===== config.mk =====
export PLATFORM = sky130hd
export DESIGN_NAME = rlsc_regs
export DESIGN_NICKNAME = d
export VERILOG_FILES = /design/src/rtl/rlsc_pkg.sv /design/src/rtl/rlsc_los_if.sv /design/src/rtl/rlsc_regs.sv /design/src/rtl/rlsc_los_det.sv
export SDC_FILE = /design/constraint.sdc
export NUM_CORES = 1
export LEC_CHECK = 0
export ABC_AREA = 1
export ABC_CLOCK_PERIOD_IN_PS = 8400
export BUFFER_PORTS_ARGS = -buffer_cell sky130_fd_sc_hd__buf_2
export CAP_MARGIN = 20
export CORE_UTILIZATION = 46
export DETAILED_ROUTE_END_ITERATION = 12
export PLACE_DENSITY = 0.74
export SYNTH_ARGS = -nofsm -noshare
export SYNTH_HDL_FRONTEND = slang
export SYNTH_SLANG_ARGS = --single-unit

===== constraint.sdc =====
create_clock -name CORE_CLK_I -period 8.4 [get_ports CORE_CLK_I]
set_clock_uncertainty 0.1 [all_clocks]
set_input_delay 1.68 -clock CORE_CLK_I [delete_from_list [all_inputs] [get_ports CORE_CLK_I]]
set_output_delay 1.68 -clock CORE_CLK_I [all_outputs]
set_load 0.005 [all_outputs]

===== src/rtl/rlsc_pkg.sv =====
// Purpose: Shared constants and types for the receiver LOS/slicer registers
// Assumes: APB byte addresses are four times the printed register index
// Notes:   One package, referenced by scope only
package rlsc_pkg;
    // ****************************************************************
    // Register indices (byte address = index * 4)
    // ****************************************************************
    localparam logic [7:0] IDX_AMP_LO     = 8'h0F;
    localparam logic [7:0] IDX_AMP_HI     = 8'h10;
    localparam logic [7:0] IDX_ASSERT     = 8'h11;
    localparam logic [7:0] IDX_RELEASE    = 8'h12;
    localparam logic [7:0] IDX_SLC_MODE   = 8'h14;
    localparam logic [7:0] IDX_SLC_LO     = 8'h15;
    localparam logic [7:0] IDX_SLC_HI     = 8'h16;
    localparam logic [7:0] IDX_LOS_CTRL   = 8'h20;
    localparam logic [7:0] IDX_LOS_STAT   = 8'h21;
    localparam logic [7:0] IDX_IRQ_STAT   = 8'h22;
    localparam logic [7:0] IDX_IRQ_EN     = 8'h23;
    localparam logic [7:0] IDX_IRQ_CLR    = 8'h24;
    // ****************************************************************
    // Reset values and field layout
    // ****************************************************************
    localparam logic [7:0] RST_ASSERT     = 8'h05;
    localparam logic [7:0] RST_RELEASE    = 8'h60;
    localparam logic [7:0] RST_SLC_MODE   = 8'h11;
    localparam logic [3:0] SLC_UPPER_FIX  = 4'h1;
    localparam int         BLOCK_BITS     = 1024;
    localparam int         ASSERT_MUL     = 5;
    localparam int         ASSERT_ADD     = 2;
    localparam int         RELEASE_MUL    = 16;
    localparam int         RELEASE_ADD    = 1;
    localparam int         AMP_FULL_MV    = 1022;
    localparam int         IRQ_BIT_SET    = 0;
    localparam int         IRQ_BIT_CLR    = 1;
    // ****************************************************************
    // Modes
    // ****************************************************************
    typedef enum logic [2:0] {
        SLC_OFF   = 3'h0,
        SLC_AUTO  = 3'h1,
        SLC_DUTY  = 3'h2,
        SLC_PROP  = 3'h3,
        SLC_ABS   = 3'h4
    } rlsc_slc_mode_type;
    typedef enum logic [1:0] {
        LOS_OFF   = 2'h0,
        LOS_ZEROS = 2'h1,
        LOS_ONES  = 2'h2,
        LOS_ANY   = 2'h3
    } rlsc_los_mode_type;
endpackage : rlsc_pkg


===== src/rtl/rlsc_los_if.sv =====
// Purpose: Carrier between register bank and LOS detector
// Assumes: Single clock domain
// Notes:   Settings flow in, status flows out
`timescale 1ns/1ps
`default_nettype none
interface rlsc_los_if;
    logic [7:0]                  assert_set;
    logic [7:0]                  release_set;
    rlsc_pkg::rlsc_los_mode_type mode;
    logic                        flag;
    logic                        stuck_val;
    modport regs (output assert_set, release_set, mode,
                  input flag, stuck_val);
    modport det  (input assert_set, release_set, mode,
                  output flag, stuck_val);
endinterface : rlsc_los_if
`default_nettype wire


===== src/rtl/rlsc_regs.sv =====
// Purpose: APB register bank for receiver amplitude, digital LOS, slicer
// Assumes: Recovered bit stream arrives synchronous to CORE_CLK_I
// Notes:   Byte-wide registers sit in the low bits of aligned words
//
// Behaviour
// - High register: top two amplitude bits, rest zero; full scale 1022 mV
// - LOS asserts after (assert*5+2)*1024 identical bits.
// - LOS clears after clear*16+1 good 1024-bit blocks.
// - Slicer mode: off, auto, duty, proportional, absolute.
// - Slice level is 16-bit two's complement, low then high register.
// - Absolute mode maps level linearly to -240..+240 mV.
// - Proportional threshold is 50% plus level/65536.
// - Duty mode is 50% plus level/1310; codes 8586H to 7A7AH.
// - High byte waits in shadow; both apply on low-byte write.
// - High byte read before low write may show old value.
// - LOS mode: off, zeros, ones, either.
// - Read-only LOS flag plus value of the stuck bit.
// - Amplitude low eight bits in separate read-only register.
`timescale 1ns/1ps
`default_nettype none
module rlsc_regs (
    input  wire logic        CORE_CLK_I,
    input  wire logic        RST_N_I,
    input  wire logic        PSEL_I,
    input  wire logic        PENABLE_I,
    input  wire logic        PWRITE_I,
    input  wire logic [11:0] PADDR_I,
    input  wire logic [31:0] PWDATA_I,
    output logic      [31:0] PRDATA_O,
    output logic             PREADY_O,
    output logic             PSLVERR_O,
    input  wire logic [9:0]  AMP_READING_I,
    input  wire logic        RX_BIT_VLD_I,
    input  wire logic        RX_BIT_I,
    output logic      [2:0]  SLICER_MODE_O,
    output logic      [15:0] SLICER_LEVEL_O,
    output logic             LOS_FLAG_O,
    output logic             IRQ_O
);
    typedef struct packed {
        logic [7:0]  assert_set;
        logic [7:0]  release_set;
        logic [3:0]  slc_upper;   // Fixed-value nibble, stored as written
        logic [2:0]  slc_mode;
        logic [7:0]  lvl_lo;
        logic [7:0]  lvl_hi;      // Active high byte
        logic [7:0]  lvl_shadow;  // Pending high byte
        logic [1:0]  los_mode;
        logic [1:0]  irq_st;
        logic [1:0]  irq_en;
        logic        flag_prev;
        logic [31:0] prdata;
        logic        pready;
        logic        pslverr;
        logic        irq;
        logic        los_out;
    } rlsc_reg_type;
    rlsc_reg_type r_q, r_d;
    rlsc_los_if   los_bus ();
    // Byte address to register index
    function automatic logic [7:0] reg_idx(input logic [11:0] a);
        reg_idx = a[9:2];
    endfunction : reg_idx
    // ****************************************************************
    // LOS detector
    // ****************************************************************
    assign los_bus.assert_set  = r_q.assert_set;
    assign los_bus.release_set = r_q.release_set;
    assign los_bus.mode        = rlsc_pkg::rlsc_los_mode_type'(r_q.los_mode);
    rlsc_los_det u_det (
        .clk_i     (CORE_CLK_I),
        .rst_n_i   (RST_N_I),
        .bit_vld_i (RX_BIT_VLD_I),
        .bit_i     (RX_BIT_I),
        .los       (los_bus.det)
    );
    // ****************************************************************
    // Register next state
    // ****************************************************************
    always_comb begin
        logic       acc;
        logic       wr;
        logic [7:0] idx;
        logic [7:0] wb;
        logic [1:0] ev;
        logic [1:0] clr;
        r_d   = r_q;
        acc   = PSEL_I && PENABLE_I && !r_q.pready;
        wr    = acc && PWRITE_I;
        idx   = reg_idx(PADDR_I);
        wb    = PWDATA_I[7:0];
        clr   = 2'b00;
        // Single-wait-state answer: pready pulses one cycle
        r_d.pready  = acc;
        r_d.pslverr = 1'b0;
        r_d.prdata  = 32'h0000_0000;
        if (wr) begin
            case (idx)
                rlsc_pkg::IDX_ASSERT:   r_d.assert_set = wb;
                rlsc_pkg::IDX_RELEASE:  r_d.release_set = wb;
                rlsc_pkg::IDX_SLC_MODE: begin
                    r_d.slc_upper = wb[7:4];
                    r_d.slc_mode  = wb[2:0];
                end
                rlsc_pkg::IDX_SLC_LO: begin
                    r_d.lvl_lo = wb;
                    r_d.lvl_hi = r_q.lvl_shadow;
                end
                rlsc_pkg::IDX_SLC_HI:   r_d.lvl_shadow = wb;
                rlsc_pkg::IDX_LOS_CTRL: r_d.los_mode = wb[1:0];
                rlsc_pkg::IDX_IRQ_EN:   r_d.irq_en = wb[1:0];
                rlsc_pkg::IDX_IRQ_CLR:  clr = wb[1:0];
                rlsc_pkg::IDX_AMP_LO, rlsc_pkg::IDX_AMP_HI,
                rlsc_pkg::IDX_LOS_STAT, rlsc_pkg::IDX_IRQ_STAT: ;
                default:                r_d.pslverr = 1'b1;
            endcase
        end else if (acc) begin
            case (idx)
                rlsc_pkg::IDX_AMP_LO:   r_d.prdata[7:0] = AMP_READING_I[7:0];
                rlsc_pkg::IDX_AMP_HI:   r_d.prdata[1:0] = AMP_READING_I[9:8];
                rlsc_pkg::IDX_ASSERT:   r_d.prdata[7:0] = r_q.assert_set;
                rlsc_pkg::IDX_RELEASE:  r_d.prdata[7:0] = r_q.release_set;
                rlsc_pkg::IDX_SLC_MODE: r_d.prdata[7:0] =
                                            {r_q.slc_upper, 1'b0, r_q.slc_mode};
                rlsc_pkg::IDX_SLC_LO:   r_d.prdata[7:0] = r_q.lvl_lo;
                rlsc_pkg::IDX_SLC_HI:   r_d.prdata[7:0] = r_q.lvl_hi;
                rlsc_pkg::IDX_LOS_CTRL: r_d.prdata[1:0] = r_q.los_mode;
                rlsc_pkg::IDX_LOS_STAT: r_d.prdata[1:0] =
                                            {los_bus.stuck_val, los_bus.flag};
                rlsc_pkg::IDX_IRQ_STAT: r_d.prdata[1:0] = r_q.irq_st;
                rlsc_pkg::IDX_IRQ_EN:   r_d.prdata[1:0] = r_q.irq_en;
                rlsc_pkg::IDX_IRQ_CLR:  ;
                default:                r_d.pslverr = 1'b1;
            endcase
        end
        // Events: LOS raised, LOS released; set beats clear
        ev = {r_q.flag_prev && !los_bus.flag, !r_q.flag_prev && los_bus.flag};
        r_d.flag_prev = los_bus.flag;
        r_d.irq_st    = (r_q.irq_st & ~clr) | ev;
        r_d.irq       = |(r_d.irq_st & r_d.irq_en);
        r_d.los_out   = los_bus.flag;
    end
    // State register
    always_ff @(posedge CORE_CLK_I or negedge RST_N_I) begin
        if (!RST_N_I) begin
            r_q             <= '0;
            r_q.assert_set  <= rlsc_pkg::RST_ASSERT;
            r_q.release_set <= rlsc_pkg::RST_RELEASE;
            r_q.slc_upper   <= rlsc_pkg::RST_SLC_MODE[7:4];
            r_q.slc_mode    <= rlsc_pkg::RST_SLC_MODE[2:0];
        end else begin
            r_q <= r_d;
        end
    end
    // Slicer analog side turns the raw signed code into offset, threshold
    // or duty cycle; only mode and code leave here
    // and
    assign SLICER_MODE_O  = r_q.slc_mode;
    assign SLICER_LEVEL_O = {r_q.lvl_hi, r_q.lvl_lo};
    assign PRDATA_O       = r_q.prdata;
    assign PREADY_O       = r_q.pready;
    assign PSLVERR_O      = r_q.pslverr;
    assign LOS_FLAG_O     = r_q.los_out;
    assign IRQ_O          = r_q.irq;
    // ****************************************************************
    // Checks
    // ****************************************************************
    property p_lvl_pair;
        @(posedge CORE_CLK_I) disable iff (!RST_N_I)
        PSEL_I && PENABLE_I && !r_q.pready && PWRITE_I
            && reg_idx(PADDR_I) == rlsc_pkg::IDX_SLC_HI
            |=> SLICER_LEVEL_O == $past(SLICER_LEVEL_O);
    endproperty
    a_lvl_pair: assert property (p_lvl_pair)
        else $error("Slice level changed on high byte write");
    property p_lvl_commit;
        @(posedge CORE_CLK_I) disable iff (!RST_N_I)
        PSEL_I && PENABLE_I && !r_q.pready && PWRITE_I
            && reg_idx(PADDR_I) == rlsc_pkg::IDX_SLC_LO
            |=> SLICER_LEVEL_O == {$past(r_q.lvl_shadow), $past(PWDATA_I[7:0])};
    endproperty
    a_lvl_commit: assert property (p_lvl_commit)
        else $error("Slice level not committed as one word");
    property p_amp_hi;
        @(posedge CORE_CLK_I) disable iff (!RST_N_I)
        PSEL_I && PENABLE_I && !r_q.pready && !PWRITE_I
            && reg_idx(PADDR_I) == rlsc_pkg::IDX_AMP_HI
            |=> PREADY_O && PRDATA_O == {30'h0, $past(AMP_READING_I[9:8])};
    endproperty
    a_amp_hi: assert property (p_amp_hi)
        else $error("Amplitude high read wrong");
    property p_amp_lo;
        @(posedge CORE_CLK_I) disable iff (!RST_N_I)
        PSEL_I && PENABLE_I && !r_q.pready && !PWRITE_I
            && reg_idx(PADDR_I) == rlsc_pkg::IDX_AMP_LO
            |=> PRDATA_O == {24'h0, $past(AMP_READING_I[7:0])};
    endproperty
    a_amp_lo: assert property (p_amp_lo)
        else $error("Amplitude low read wrong");
    property p_mode_wr;
        @(posedge CORE_CLK_I) disable iff (!RST_N_I)
        PSEL_I && PENABLE_I && !r_q.pready && PWRITE_I
            && reg_idx(PADDR_I) == rlsc_pkg::IDX_SLC_MODE
            |=> SLICER_MODE_O == $past(PWDATA_I[2:0]);
    endproperty
    a_mode_wr: assert property (p_mode_wr)
        else $error("Slicer mode not updated");
    property p_irq_level;
        @(posedge CORE_CLK_I) disable iff (!RST_N_I)
        ##1 IRQ_O == |($past(r_d.irq_st) & $past(r_d.irq_en));
    endproperty
    a_irq_level: assert property (p_irq_level)
        else $error("Interrupt output mismatch");
    property p_irq_sticky;
        @(posedge CORE_CLK_I) disable iff (!RST_N_I)
        !r_q.flag_prev && los_bus.flag
            |=> r_q.irq_st[rlsc_pkg::IRQ_BIT_SET];
    endproperty
    a_irq_sticky: assert property (p_irq_sticky)
        else $error("LOS raise event not latched in status");
endmodule : rlsc_regs
`default_nettype wire


===== src/rtl/rlsc_los_det.sv =====
// Purpose: Digital loss-of-signal detector on the recovered bit stream
// Assumes: One recovered bit per cycle while the bit valid input is high
// Notes:   Counts in 1024-bit blocks to keep counters narrow
`timescale 1ns/1ps
`default_nettype none
module rlsc_los_det (
    input  wire logic       clk_i,
    input  wire logic       rst_n_i,
    input  wire logic       bit_vld_i,
    input  wire logic       bit_i,
    rlsc_los_if.det         los
);
    typedef struct packed {
        logic [9:0]  pos;     // Bit position in block
        logic [10:0] run_blk; // Identical blocks seen
        logic [12:0] clr_blk; // Good blocks seen
        logic        seen0;
        logic        seen1;
        logic        prev;
        logic        run_ok;  // Run still unbroken
        logic        flag;
        logic        stuck;
    } rlsc_det_type;
    rlsc_det_type s_q, s_d;
    logic [10:0] need_run;
    logic [12:0] need_clr;
    logic        blk_end;
    logic        trans;
    // Thresholds in blocks
    assign need_run = 11'(int'(los.assert_set) * rlsc_pkg::ASSERT_MUL
                          + rlsc_pkg::ASSERT_ADD);
    assign need_clr = 13'(int'(los.release_set) * rlsc_pkg::RELEASE_MUL
                          + rlsc_pkg::RELEASE_ADD);
    assign blk_end  = bit_vld_i &&
                      (s_q.pos == 10'(rlsc_pkg::BLOCK_BITS - 1));
    // A flip against the last bit of the previous block counts as well, so
    // a run never survives a value change that lands on a block edge
    assign trans    = bit_vld_i && (bit_i != s_q.prev);
    // ****************************************************************
    // Detector next state
    // ****************************************************************
    always_comb begin
        logic ones;
        logic zeros;
        logic counts;
        s_d    = s_q;
        ones   = s_q.seen1 || (bit_vld_i && bit_i);
        zeros  = s_q.seen0 || (bit_vld_i && !bit_i);
        counts = 1'b0;
        if (bit_vld_i) begin
            s_d.pos   = s_q.pos + 10'h001;
            s_d.prev  = bit_i;
            s_d.seen0 = zeros;
            s_d.seen1 = ones;
            if (trans) begin
                s_d.run_ok = 1'b0;
            end
        end
        if (blk_end) begin
            // Block counts as identical only with no transition inside
            case (los.mode)
                rlsc_pkg::LOS_ZEROS: counts = !ones;
                rlsc_pkg::LOS_ONES:  counts = !zeros;
                rlsc_pkg::LOS_ANY:   counts = !(ones && zeros);
                default:             counts = 1'b0;
            endcase
            // Run must also continue across the block edge
            if (counts && s_q.run_ok && !trans) begin
                s_d.run_blk = (s_q.run_blk == 11'h7FF) ? s_q.run_blk
                              : s_q.run_blk + 11'h001;
            end else if (counts) begin
                s_d.run_blk = 11'h001;
            end else begin
                s_d.run_blk = 11'h000;
            end
            if (!s_q.flag && counts &&
                s_d.run_blk >= need_run) begin
                s_d.flag  = 1'b1;
                s_d.stuck = ones;
                s_d.clr_blk = 13'h0000;
            end else if (s_q.flag) begin
                if (ones && zeros) begin
                    s_d.clr_blk = s_q.clr_blk + 13'h0001;
                    if (s_d.clr_blk >= need_clr) begin
                        s_d.flag = 1'b0;
                        s_d.clr_blk = 13'h0000;
                    end
                end else begin
                    s_d.clr_blk = 13'h0000;
                end
            end
            s_d.seen0  = 1'b0;
            s_d.seen1  = 1'b0;
            s_d.run_ok = 1'b1;
        end
        if (los.mode == rlsc_pkg::LOS_OFF) begin
            s_d.flag    = 1'b0;
            s_d.run_blk = 11'h000;
            s_d.clr_blk = 13'h0000;
        end
    end
    // State register
    always_ff @(posedge clk_i or negedge rst_n_i) begin
        if (!rst_n_i) begin
            s_q <= '0;
        end else begin
            s_q <= s_d;
        end
    end
    assign los.flag      = s_q.flag;
    assign los.stuck_val = s_q.stuck;
    // ****************************************************************
    // Checks
    // ****************************************************************
    property p_flag_only_at_block;
        @(posedge clk_i) disable iff (!rst_n_i)
        $rose(s_q.flag) |-> $past(blk_end) && $past(s_q.run_blk) + 11'h001
            >= $past(need_run);
    endproperty
    a_flag_only_at_block: assert property (p_flag_only_at_block)
        else $error("LOS raised without enough identical blocks");
    property p_release_count;
        @(posedge clk_i) disable iff (!rst_n_i)
        $fell(s_q.flag) && $past(los.mode) != rlsc_pkg::LOS_OFF
            |-> $past(s_q.clr_blk) + 13'h0001 >= $past(need_clr);
    endproperty
    a_release_count: assert property (p_release_count)
        else $error("LOS released before enough good blocks");
    property p_clr_zero;
        @(posedge clk_i) disable iff (!rst_n_i)
        blk_end && s_q.flag && !(s_q.seen0 && s_q.seen1) && !trans
            |=> s_q.clr_blk == 13'h0000 || !s_q.flag;
    endproperty
    a_clr_zero: assert property (p_clr_zero)
        else $error("Release count not restarted on a dead block");
    property p_off_mode;
        @(posedge clk_i) disable iff (!rst_n_i)
        los.mode == rlsc_pkg::LOS_OFF |=> !s_q.flag;
    endproperty
    a_off_mode: assert property (p_off_mode)
        else $error("LOS flag set while detector disabled");
    property p_stuck_set;
        @(posedge clk_i) disable iff (!rst_n_i)
        $rose(s_q.flag) |-> s_q.stuck == $past(s_q.seen1 || bit_i);
    endproperty
    a_stuck_set: assert property (p_stuck_set)
        else $error("Stuck value does not match the run");
endmodule : rlsc_los_det
`default_nettype wire


==> reports/metrics.csv, run 1 <==
stage,metric,value,unit
power_and_ir_drop,Worst VDD drop,0.101,mV
cts,"Hold-fix buffers, CTS",0,
worst_setup_path,R2R cell count,22,
yosys,Synth top cells by count,"211 x nand2_1, 110 x inv_1, 99 x dfrtp_1, 71 x nor2_1, 65 x o21ai_0",
yosys,Synth top area share,0.377,
outcome,status,"complete, no violations",
power_and_ir_drop,P_leak,3.68,nW
sta,Fin Setup TNS,0,ns
sta,Slew @ Worst Pin,0.887,ns
grt,largest net degree at the start of global routing,70,
detailed_routing,Vias,5346,
cts,worst skew pair latency,0.36,ns
grt,Total GRT Usage,0.199,
detailed_routing,remaining antenna violation count,0,
die,die area,14800,sq um
power_and_ir_drop,Pwr Density,152,nW/um^2
worst_hold_path,hold crit path type,flop to flop,
cts,clock sink count,105,
yosys,cell taking the most area after synthesis,dfrtp_1,
power_and_ir_drop,Clk pwr share,0.405,
finish,share of layout cells above drive strength 1,0.137,
yosys,Unique masters post-synth,47,
worst_setup_path,Critical Path Fanout Max,14,
die,Die X,122,microns
yosys,Synth warnings,0,
placed_design,port buffer count,63,
cts,root buf cell,clkbuf_16,
yosys,Syn Inst Count,844,
power_and_ir_drop,Psw,0.299,mW
detailed_routing,Initial DRC Count,324,
yosys,Synth Cell Area,6570,sq um
finish,Final Net Count,978,
yosys,async set-or-reset flop fraction in the synthesized netlist,1.00,
worst_hold_path,WHS Path Cells,1,
detailed_routing,Routed WL,13.8,mm
sta,fmax,0.232,GHz
yosys,leading register cell type out of synthesis,dfrtp_1,
power_and_ir_drop,Pint,0.775,mW
sta,RSZ-0062 raised after global routing,no,
placed_design,hpwl dp,10.4,mm
die,core area,13900,sq um
cts,# resized after CTS,0,
finish,Inserted Diodes,0,
die,row count,43,
placed_design,Placer Congestion,0.873,
cts,cts bufs inserted,9,
detailed_routing,DRC,0,
flow_run,# Max-Cap Violations,0,
cts,CTS max path bufs,2,
yosys,Syn Area/Cell,7.78,sq um
finish,Layout area overhead,7.33,%
detailed_routing,WL per Instance,13.0,microns
grt,initial antenna violation count,0,
grt,first-pass GRT wire length,22.8,mm
grt,gr ovfl total,0,
detailed_routing,drt first pass iters,6,
worst_setup_path,worst setup path class,input pin to flop,
sta,Final min period,4.32,ns
die,I/O pin count,116,
power_and_ir_drop,Gate power share,0.085,
sta,max_slew headroom,0.408,
grt,vias in the first global route,4904,
cts,post-CTS setup buffers,0,
sta,Final period util,0.514,
yosys,Synth area leaders,"dfrtp_1 38%, nand2_1 12%, ha_1 7.2%, inv_1 6.3%, buf_4 5.8%",
die,Initial Util,0.473,
worst_setup_path,Worst Path Arrival,4.47,ns
die,Die Ht,122,microns
sta,Final Hold Vio Count,0,
cts,clk slew on worst S/H paths,0.08,ns
cts,CTS tree,built,
power_and_ir_drop,Sequential Power Share,0.510,
yosys,register bit total from synthesis,105,
worst_setup_path,CP Capture Type,flop,
yosys,sequential-to-total area share from yosys stat,0.401,
sta,Fin Hold WS,0.363,ns
sta,fin. max-slew vios,0,
worst_setup_path,CP startpoint kind,input pin,
worst_setup_path,WP data required,8.55,ns
cts,H-Tree Depth,3,
yosys,cell with the most instances after synthesis,nand2_1,
power_and_ir_drop,switching portion of total power,0.279,
detailed_routing,vias per inst,5.02,
yosys,number of enable flip-flop cells after synthesis,0,
sta,final setup vio count,0,
[power groups by stage]
stage / registers, mW / clock network (mW) / logic (mW)
floorplan: 0.553 / 0 / 0.0687
global placement: 0.556 / 0 / 0.0910
detailed placement: 0.557 / 0 / 0.0915
CTS: 0.547 / 0.448 / 0.0923
global route: 0.552 / 0.463 / 0.107
finish: 0.547 / 0.436 / 0.0913
[critical path, cell delays in order]
cell	delay (ns)
buf_2	0.15
nand2_2	0.11
nand2_1	0.11
o22ai_2	0.22
inv_2	0.08
nor2_4	0.19
inv_1	0.13
a31oi_1	0.28
ha_1	0.20
nand2_1	0.06
nor2_1	0.15
nand3_1	0.09
nand4_1	0.14
nand2_2	0.10
a21oi_4	0.39
inv_2	0.21
nand2_1	0.10
nand2_1	0.06
[state kept, by name, summed over array words and instances, names as in the netlist, 2 cells and up]
register / cells
los_bus.assert_set: 8
los_bus.release_set: 8
los_bus.mode: 2
u_det.s_q: 38
r_q: 16
SLICER_LEVEL_O: 16
SLICER_MODE_O: 3
PRDATA_O: 8
[per-layer routing]
layer | vias to the layer above | share of wire | GRT usage
met3 | 22 | 0.061 | 0.0362
met2 | 154 | 0.46 | 0.313
met5 | - | 0 | 0
met4 | 0 | 0.020 | 0.0810
li1 | 2718 | - | -
met1 | 2452 | 0.46 | 0.269
[placed cells by master (no fill, tap or decap), types with 2 or more instances in the layout]
cell       instances
inv_8              3
nor2_4             5
o22ai_1           10
nor2_1            71
a21oi_1           24
clkbuf_16          9
a22o_1             2
nand2_1          211
inv_1            110
nor3_1             9
conb_1            24
xnor2_1            6
or2_2              2
dfrtp_1           99
nand3_1           43
inv_2              5
nand2_2            7
nor2_2             3
buf_4              2
xor2_1            15
dfstp_2            6
inv_6              2
and3_1             2
a31oi_1            8
buf_2             62
mux2_2             6
nand4_1           13
a211oi_1           3
ha_1              38
o21ai_0           65
[cells by family after synthesis]
group | synth area share
xor+xnor | 0.0280
other cells | 0.000571
buf+inv | 0.136
flops | 0.401
mux | 0.0103
simple gates | 0.250
compound gates | 0.101
fa+ha+maj | 0.0724
[worst paths after layout]
check	from	to	slack (ns)
max reg2reg	los_bus.assert_set[1]$_DFFE_PN0P_	u_det.s_q[13]$_DFFE_PN0P_	4.34
min	PREADY_O$_DFF_PN0_	PREADY_O$_DFF_PN0_	0.36
max in group asynchronous	RST_N_I	los_bus.assert_set[7]$_DFFE_PN0P_	5.78
max	RX_BIT_VLD_I	u_det.s_q[13]$_DFFE_PN0P_	4.08
min in group asynchronous	RST_N_I	u_det.s_q[39]$_DFFE_PN0P_	1.17
min reg2reg	PREADY_O$_DFF_PN0_	PREADY_O$_DFF_PN0_	0.36
[final cells by class]
type | count | area, sq um
inverters | 115 | 432
fillers | 1325 | 6830
well taps | 180 | 225
multi-input cells | 584 | 3130
repair buffers | 64 | 325
clock buffers | 9 | 225
clock inverters | 7 | 83.8
flip-flops and latches | 105 | 2640
[per-stage QoR]
| step | total power, mW | util | setup WS (ns) | area, sq um | cells |
|---|---|---|---|---|---|
| floorplan | 0.622 | - | 4.47 | 6660 | 867 |
| global placement | 0.647 | 0.486 | 3.78 | 6740 | 1048 |
| detailed placement | 0.649 | 0.486 | 3.74 | 6740 | 1048 |
| CTS | 1.09 | 0.508 | 4.12 | 7050 | 1064 |
| global route | 1.12 | 0.508 | 3.79 | 7050 | 1064 |
| finish | 1.07 | 0.508 | 4.08 | 7050 | 1064 |
Power figures use the tool's default switching activity.
==> run 2, diff against run 1 <==
--- a/config.mk
+++ b/config.mk
@@ -6,12 +6,12 @@
 export NUM_CORES = 1
 export LEC_CHECK = 0
 export ABC_AREA = 1
-export ABC_CLOCK_PERIOD_IN_PS = 8400
+export ABC_CLOCK_PERIOD_IN_PS = 3640
 export BUFFER_PORTS_ARGS = -buffer_cell sky130_fd_sc_hd__buf_2
 export CAP_MARGIN = 20
 export CORE_UTILIZATION = 46
 export DETAILED_ROUTE_END_ITERATION = 12
-export PLACE_DENSITY = 0.74
+export PLACE_DENSITY = 0.76
 export SYNTH_ARGS = -nofsm -noshare
 export SYNTH_HDL_FRONTEND = slang
 export SYNTH_SLANG_ARGS = --single-unit
==> constraint.sdc (replaced) <==
create_clock -name CORE_CLK_I -period 3.64 [get_ports CORE_CLK_I]
set_clock_uncertainty 0.1 [all_clocks]
set_input_delay 0.728 -clock CORE_CLK_I [delete_from_list [all_inputs] [get_ports CORE_CLK_I]]
set_output_delay 0.728 -clock CORE_CLK_I [all_outputs]
set_load 0.005 [all_outputs]
==> reports/metrics.csv, run 2 (synthesis results as in run 1) <==
stage,metric,value,unit,change
outcome,status,"complete, no violations",,
flow_run,# Max-Cap Violations,0,,unchanged
sta,Slew @ Worst Pin,0.785,ns,-0.103 ns
detailed_routing,Initial DRC Count,388,,+20%
sta,final setup vio count,0,,unchanged
detailed_routing,Routed WL,14.5,mm,+5.3%
detailed_routing,remaining antenna violation count,0,,unchanged
placed_design,Placer Congestion,0.893,,+2.2%
placed_design,Placed Cells,1054,,+0.57%
placed_design,port buffer count,63,,unchanged
finish,Final Net Count,988,,+1.0%
cts,H-Tree Depth,3,,unchanged
worst_setup_path,Top delay family on crit path,simple AND/OR/NAND/NOR gates,,
detailed_routing,Vias,5470,,+2.3%
cts,clk slew on worst S/H paths,0.08,ns,about the same
finish,"leading cell type in the layout, fill and taps excluded",nand2_1,,
die,die area,14800,sq um,unchanged
die,Die X,122,microns,unchanged
finish,fin cells,1074,,+0.94%
cts,worst skew pair latency,0.36,ns,about the same
placed_design,placed cell area,6800,sq um,+0.85%
worst_setup_path,r2r startpoint,los_bus.assert_set[3]$_DFFE_PN0P_,,
sta,Final Hold Vio Count,0,,unchanged
die,I/O pin count,116,,unchanged
finish,share of layout cells above drive strength 1,0.171,,+0.0343
grt,initial antenna violation count,0,,unchanged
worst_setup_path,total buffers and inverters traversed by the critical path,2,,-2
finish,Fill cells,1265,,-4.5%
finish,max reg flops,38,,unchanged
sta,fmax,0.290,GHz,
cts,CTS tree,built,,
die,core area,13900,sq um,unchanged
cts,CTS max path bufs,2,,unchanged
sta,max_slew headroom,0.477,,+0.0684
grt,largest net degree at the start of global routing,60,,-14%
detailed_routing,drt first pass iters,5,,-1
die,Die Ht,122,microns,unchanged
sta,fin. max-slew vios,0,,unchanged
worst_setup_path,CP Capture Type,flop,,
worst_setup_path,critical path's slowest cell,dfrtp_1,,
cts,cts bufs inserted,9,,unchanged
die,row count,43,,unchanged
worst_setup_path,Worst Path Arrival,3.65,ns,-0.82 ns
grt,Total GRT Usage,0.203,,+0.00481
finish,Inserted Diodes,0,,unchanged
worst_setup_path,crit-path most repeated cell,nand2_1,,
cts,"Hold-fix buffers, CTS",0,,unchanged
detailed_routing,vias per inst,5.09,,+1.4%
worst_setup_path,WP data required,3.84,ns,-4.71 ns
sta,Final period util,0.947,,
placed_design,hpwl dp,10.5,mm,+1.2%
worst_setup_path,crit path cell chain,buf_4 -> ha_1 -> ha_1 -> a21oi_2 -> nand2_1 -> a21oi_2 -> nor2_1 -> o21ai_1 -> nand2_1 -> ha_4 -> and3_1 -> nand4_1 -> nand4_1 -> nand2_2 -> a21oi_4 -> buf_6 -> nand3_1 -> nand2_1,,
worst_setup_path,Worst setup startpoint,los_bus.assert_set[3]$_DFFE_PN0P_,,
finish,post-route cell area,7300,sq um,+3.5%
grt,gr ovfl total,0,,unchanged
worst_setup_path,worst setup path class,flop to flop,,
power_and_ir_drop,P_leak,3.74,nW,+1.8%
worst_setup_path,Critical Path Fanout Max,7,,-7
finish,Layout area overhead,11.1,%,
grt,vias in the first global route,4998,,+1.9%
worst_setup_path,CP peak stage delay,0.42,ns,+0.03 ns
detailed_routing,DRC,0,,unchanged
power_and_ir_drop,Worst VDD drop,0.196,mV,+95%
worst_hold_path,hold crit path type,input pin to asynchronous set/reset pin,,
power_and_ir_drop,Pwr Density,343,nW/um^2,+130%
worst_setup_path,CP startpoint kind,flop,,
cts,clock sink count,105,,unchanged
finish,"commonest non-fill, non-tap cells in the layout","206 x nand2_1, 108 x inv_1, 99 x dfrtp_1, 69 x nor2_1",,
sta,Final min period,3.45,ns,
grt,first-pass GRT wire length,23.7,mm,+4.0%
die,Initial Util,0.473,,unchanged
cts,root buf cell,clkbuf_16,,
sta,Fin Setup TNS,0,ns,unchanged
finish,Top reg by flops,u_det.s_q,,
detailed_routing,WL per Instance,13.5,microns,+4.4%
-- run 2: repair_timing --
item,CTS,global route
setup endpoints to repair,3,15
buffers inserted,0,4
pin swaps,0,16
gates resized for setup,1,31
-- run 2: final timing paths --
kind	end	slack, ns	depth (start not counted)
min	u_det.s_q[25]$_DFFE_PN0P_	0.35	1
min reg2reg	PREADY_O$_DFF_PN0_	0.38	1
max reg2reg	u_det.s_q[11]$_DFFE_PN0P_	0.19	18
min in group CORE_CLK_I	PREADY_O$_DFF_PN0_	0.38	1
max in group asynchronous	los_bus.release_set[6]$_DFFE_PN1P_	2.31	2
max	u_det.s_q[11]$_DFFE_PN0P_	0.19	18
-- run 2: through the flow --
stage / utilization / hold slack, ns / setup slack, ns / power [mW]
6_report: 0.526 / 0.353 / 0.193 / 2.50
5_1_grt: 0.526 / 0.407 / -0.0257 / 2.61
4_1_cts: 0.513 / 0.377 / 0.0668 / 2.52
3_5_place_dp: 0.490 / 0.369 / 0.0405 / 1.51
3_3_place_gp: 0.490 / 0.349 / 0.115 / 1.50
2_1_floorplan: - / 0.331 / 0.211 / 1.44
-- run 2: area by class of cell --
cell class / instances / area [sq um] / share of cell area
multi-input cells: 584 / 3260 / 0.447
flip-flops and latches: 105 / 2640 / 0.361
inverters: 115 / 434 / 0.0595
repair buffers: 74 / 420 / 0.0576
clock buffers: 9 / 225 / 0.0309
well taps: 180 / 225 / 0.0309
clock inverters: 7 / 93.8 / 0.0129
-- run 2: worst reg2reg max path, cell delays in order (launching register included) --
cell and delay (ns):
dfrtp_1 0.42, buf_4 0.17, ha_1 0.20, ha_1 0.34
a21oi_2 0.17, nand2_1 0.09, a21oi_2 0.18, nor2_1 0.08
o21ai_1 0.18, nand2_1 0.11, ha_4 0.28, and3_1 0.15
nand4_1 0.08, nand4_1 0.15, nand2_2 0.12, a21oi_4 0.26
buf_6 0.17, nand3_1 0.08, nand2_1 0.07
-- run 2: routing by layer --
layer  wire [microns]  GRT usage  part of all wire  vias to the layer above
li1                 -          -                 -                     2730
met1             6600      0.273              0.45                     2568
met2             6960      0.337              0.48                      151
met3              698     0.0338             0.048                       21
met4              261     0.0594             0.018                        0
met5                0          0                 0                        -
-- run 2: where the power goes --
group | internal, mW | switching (mW)
registers | 1.21 | 0.0507
clock network | 0.501 | 0.515
logic | 0.0821 | 0.141
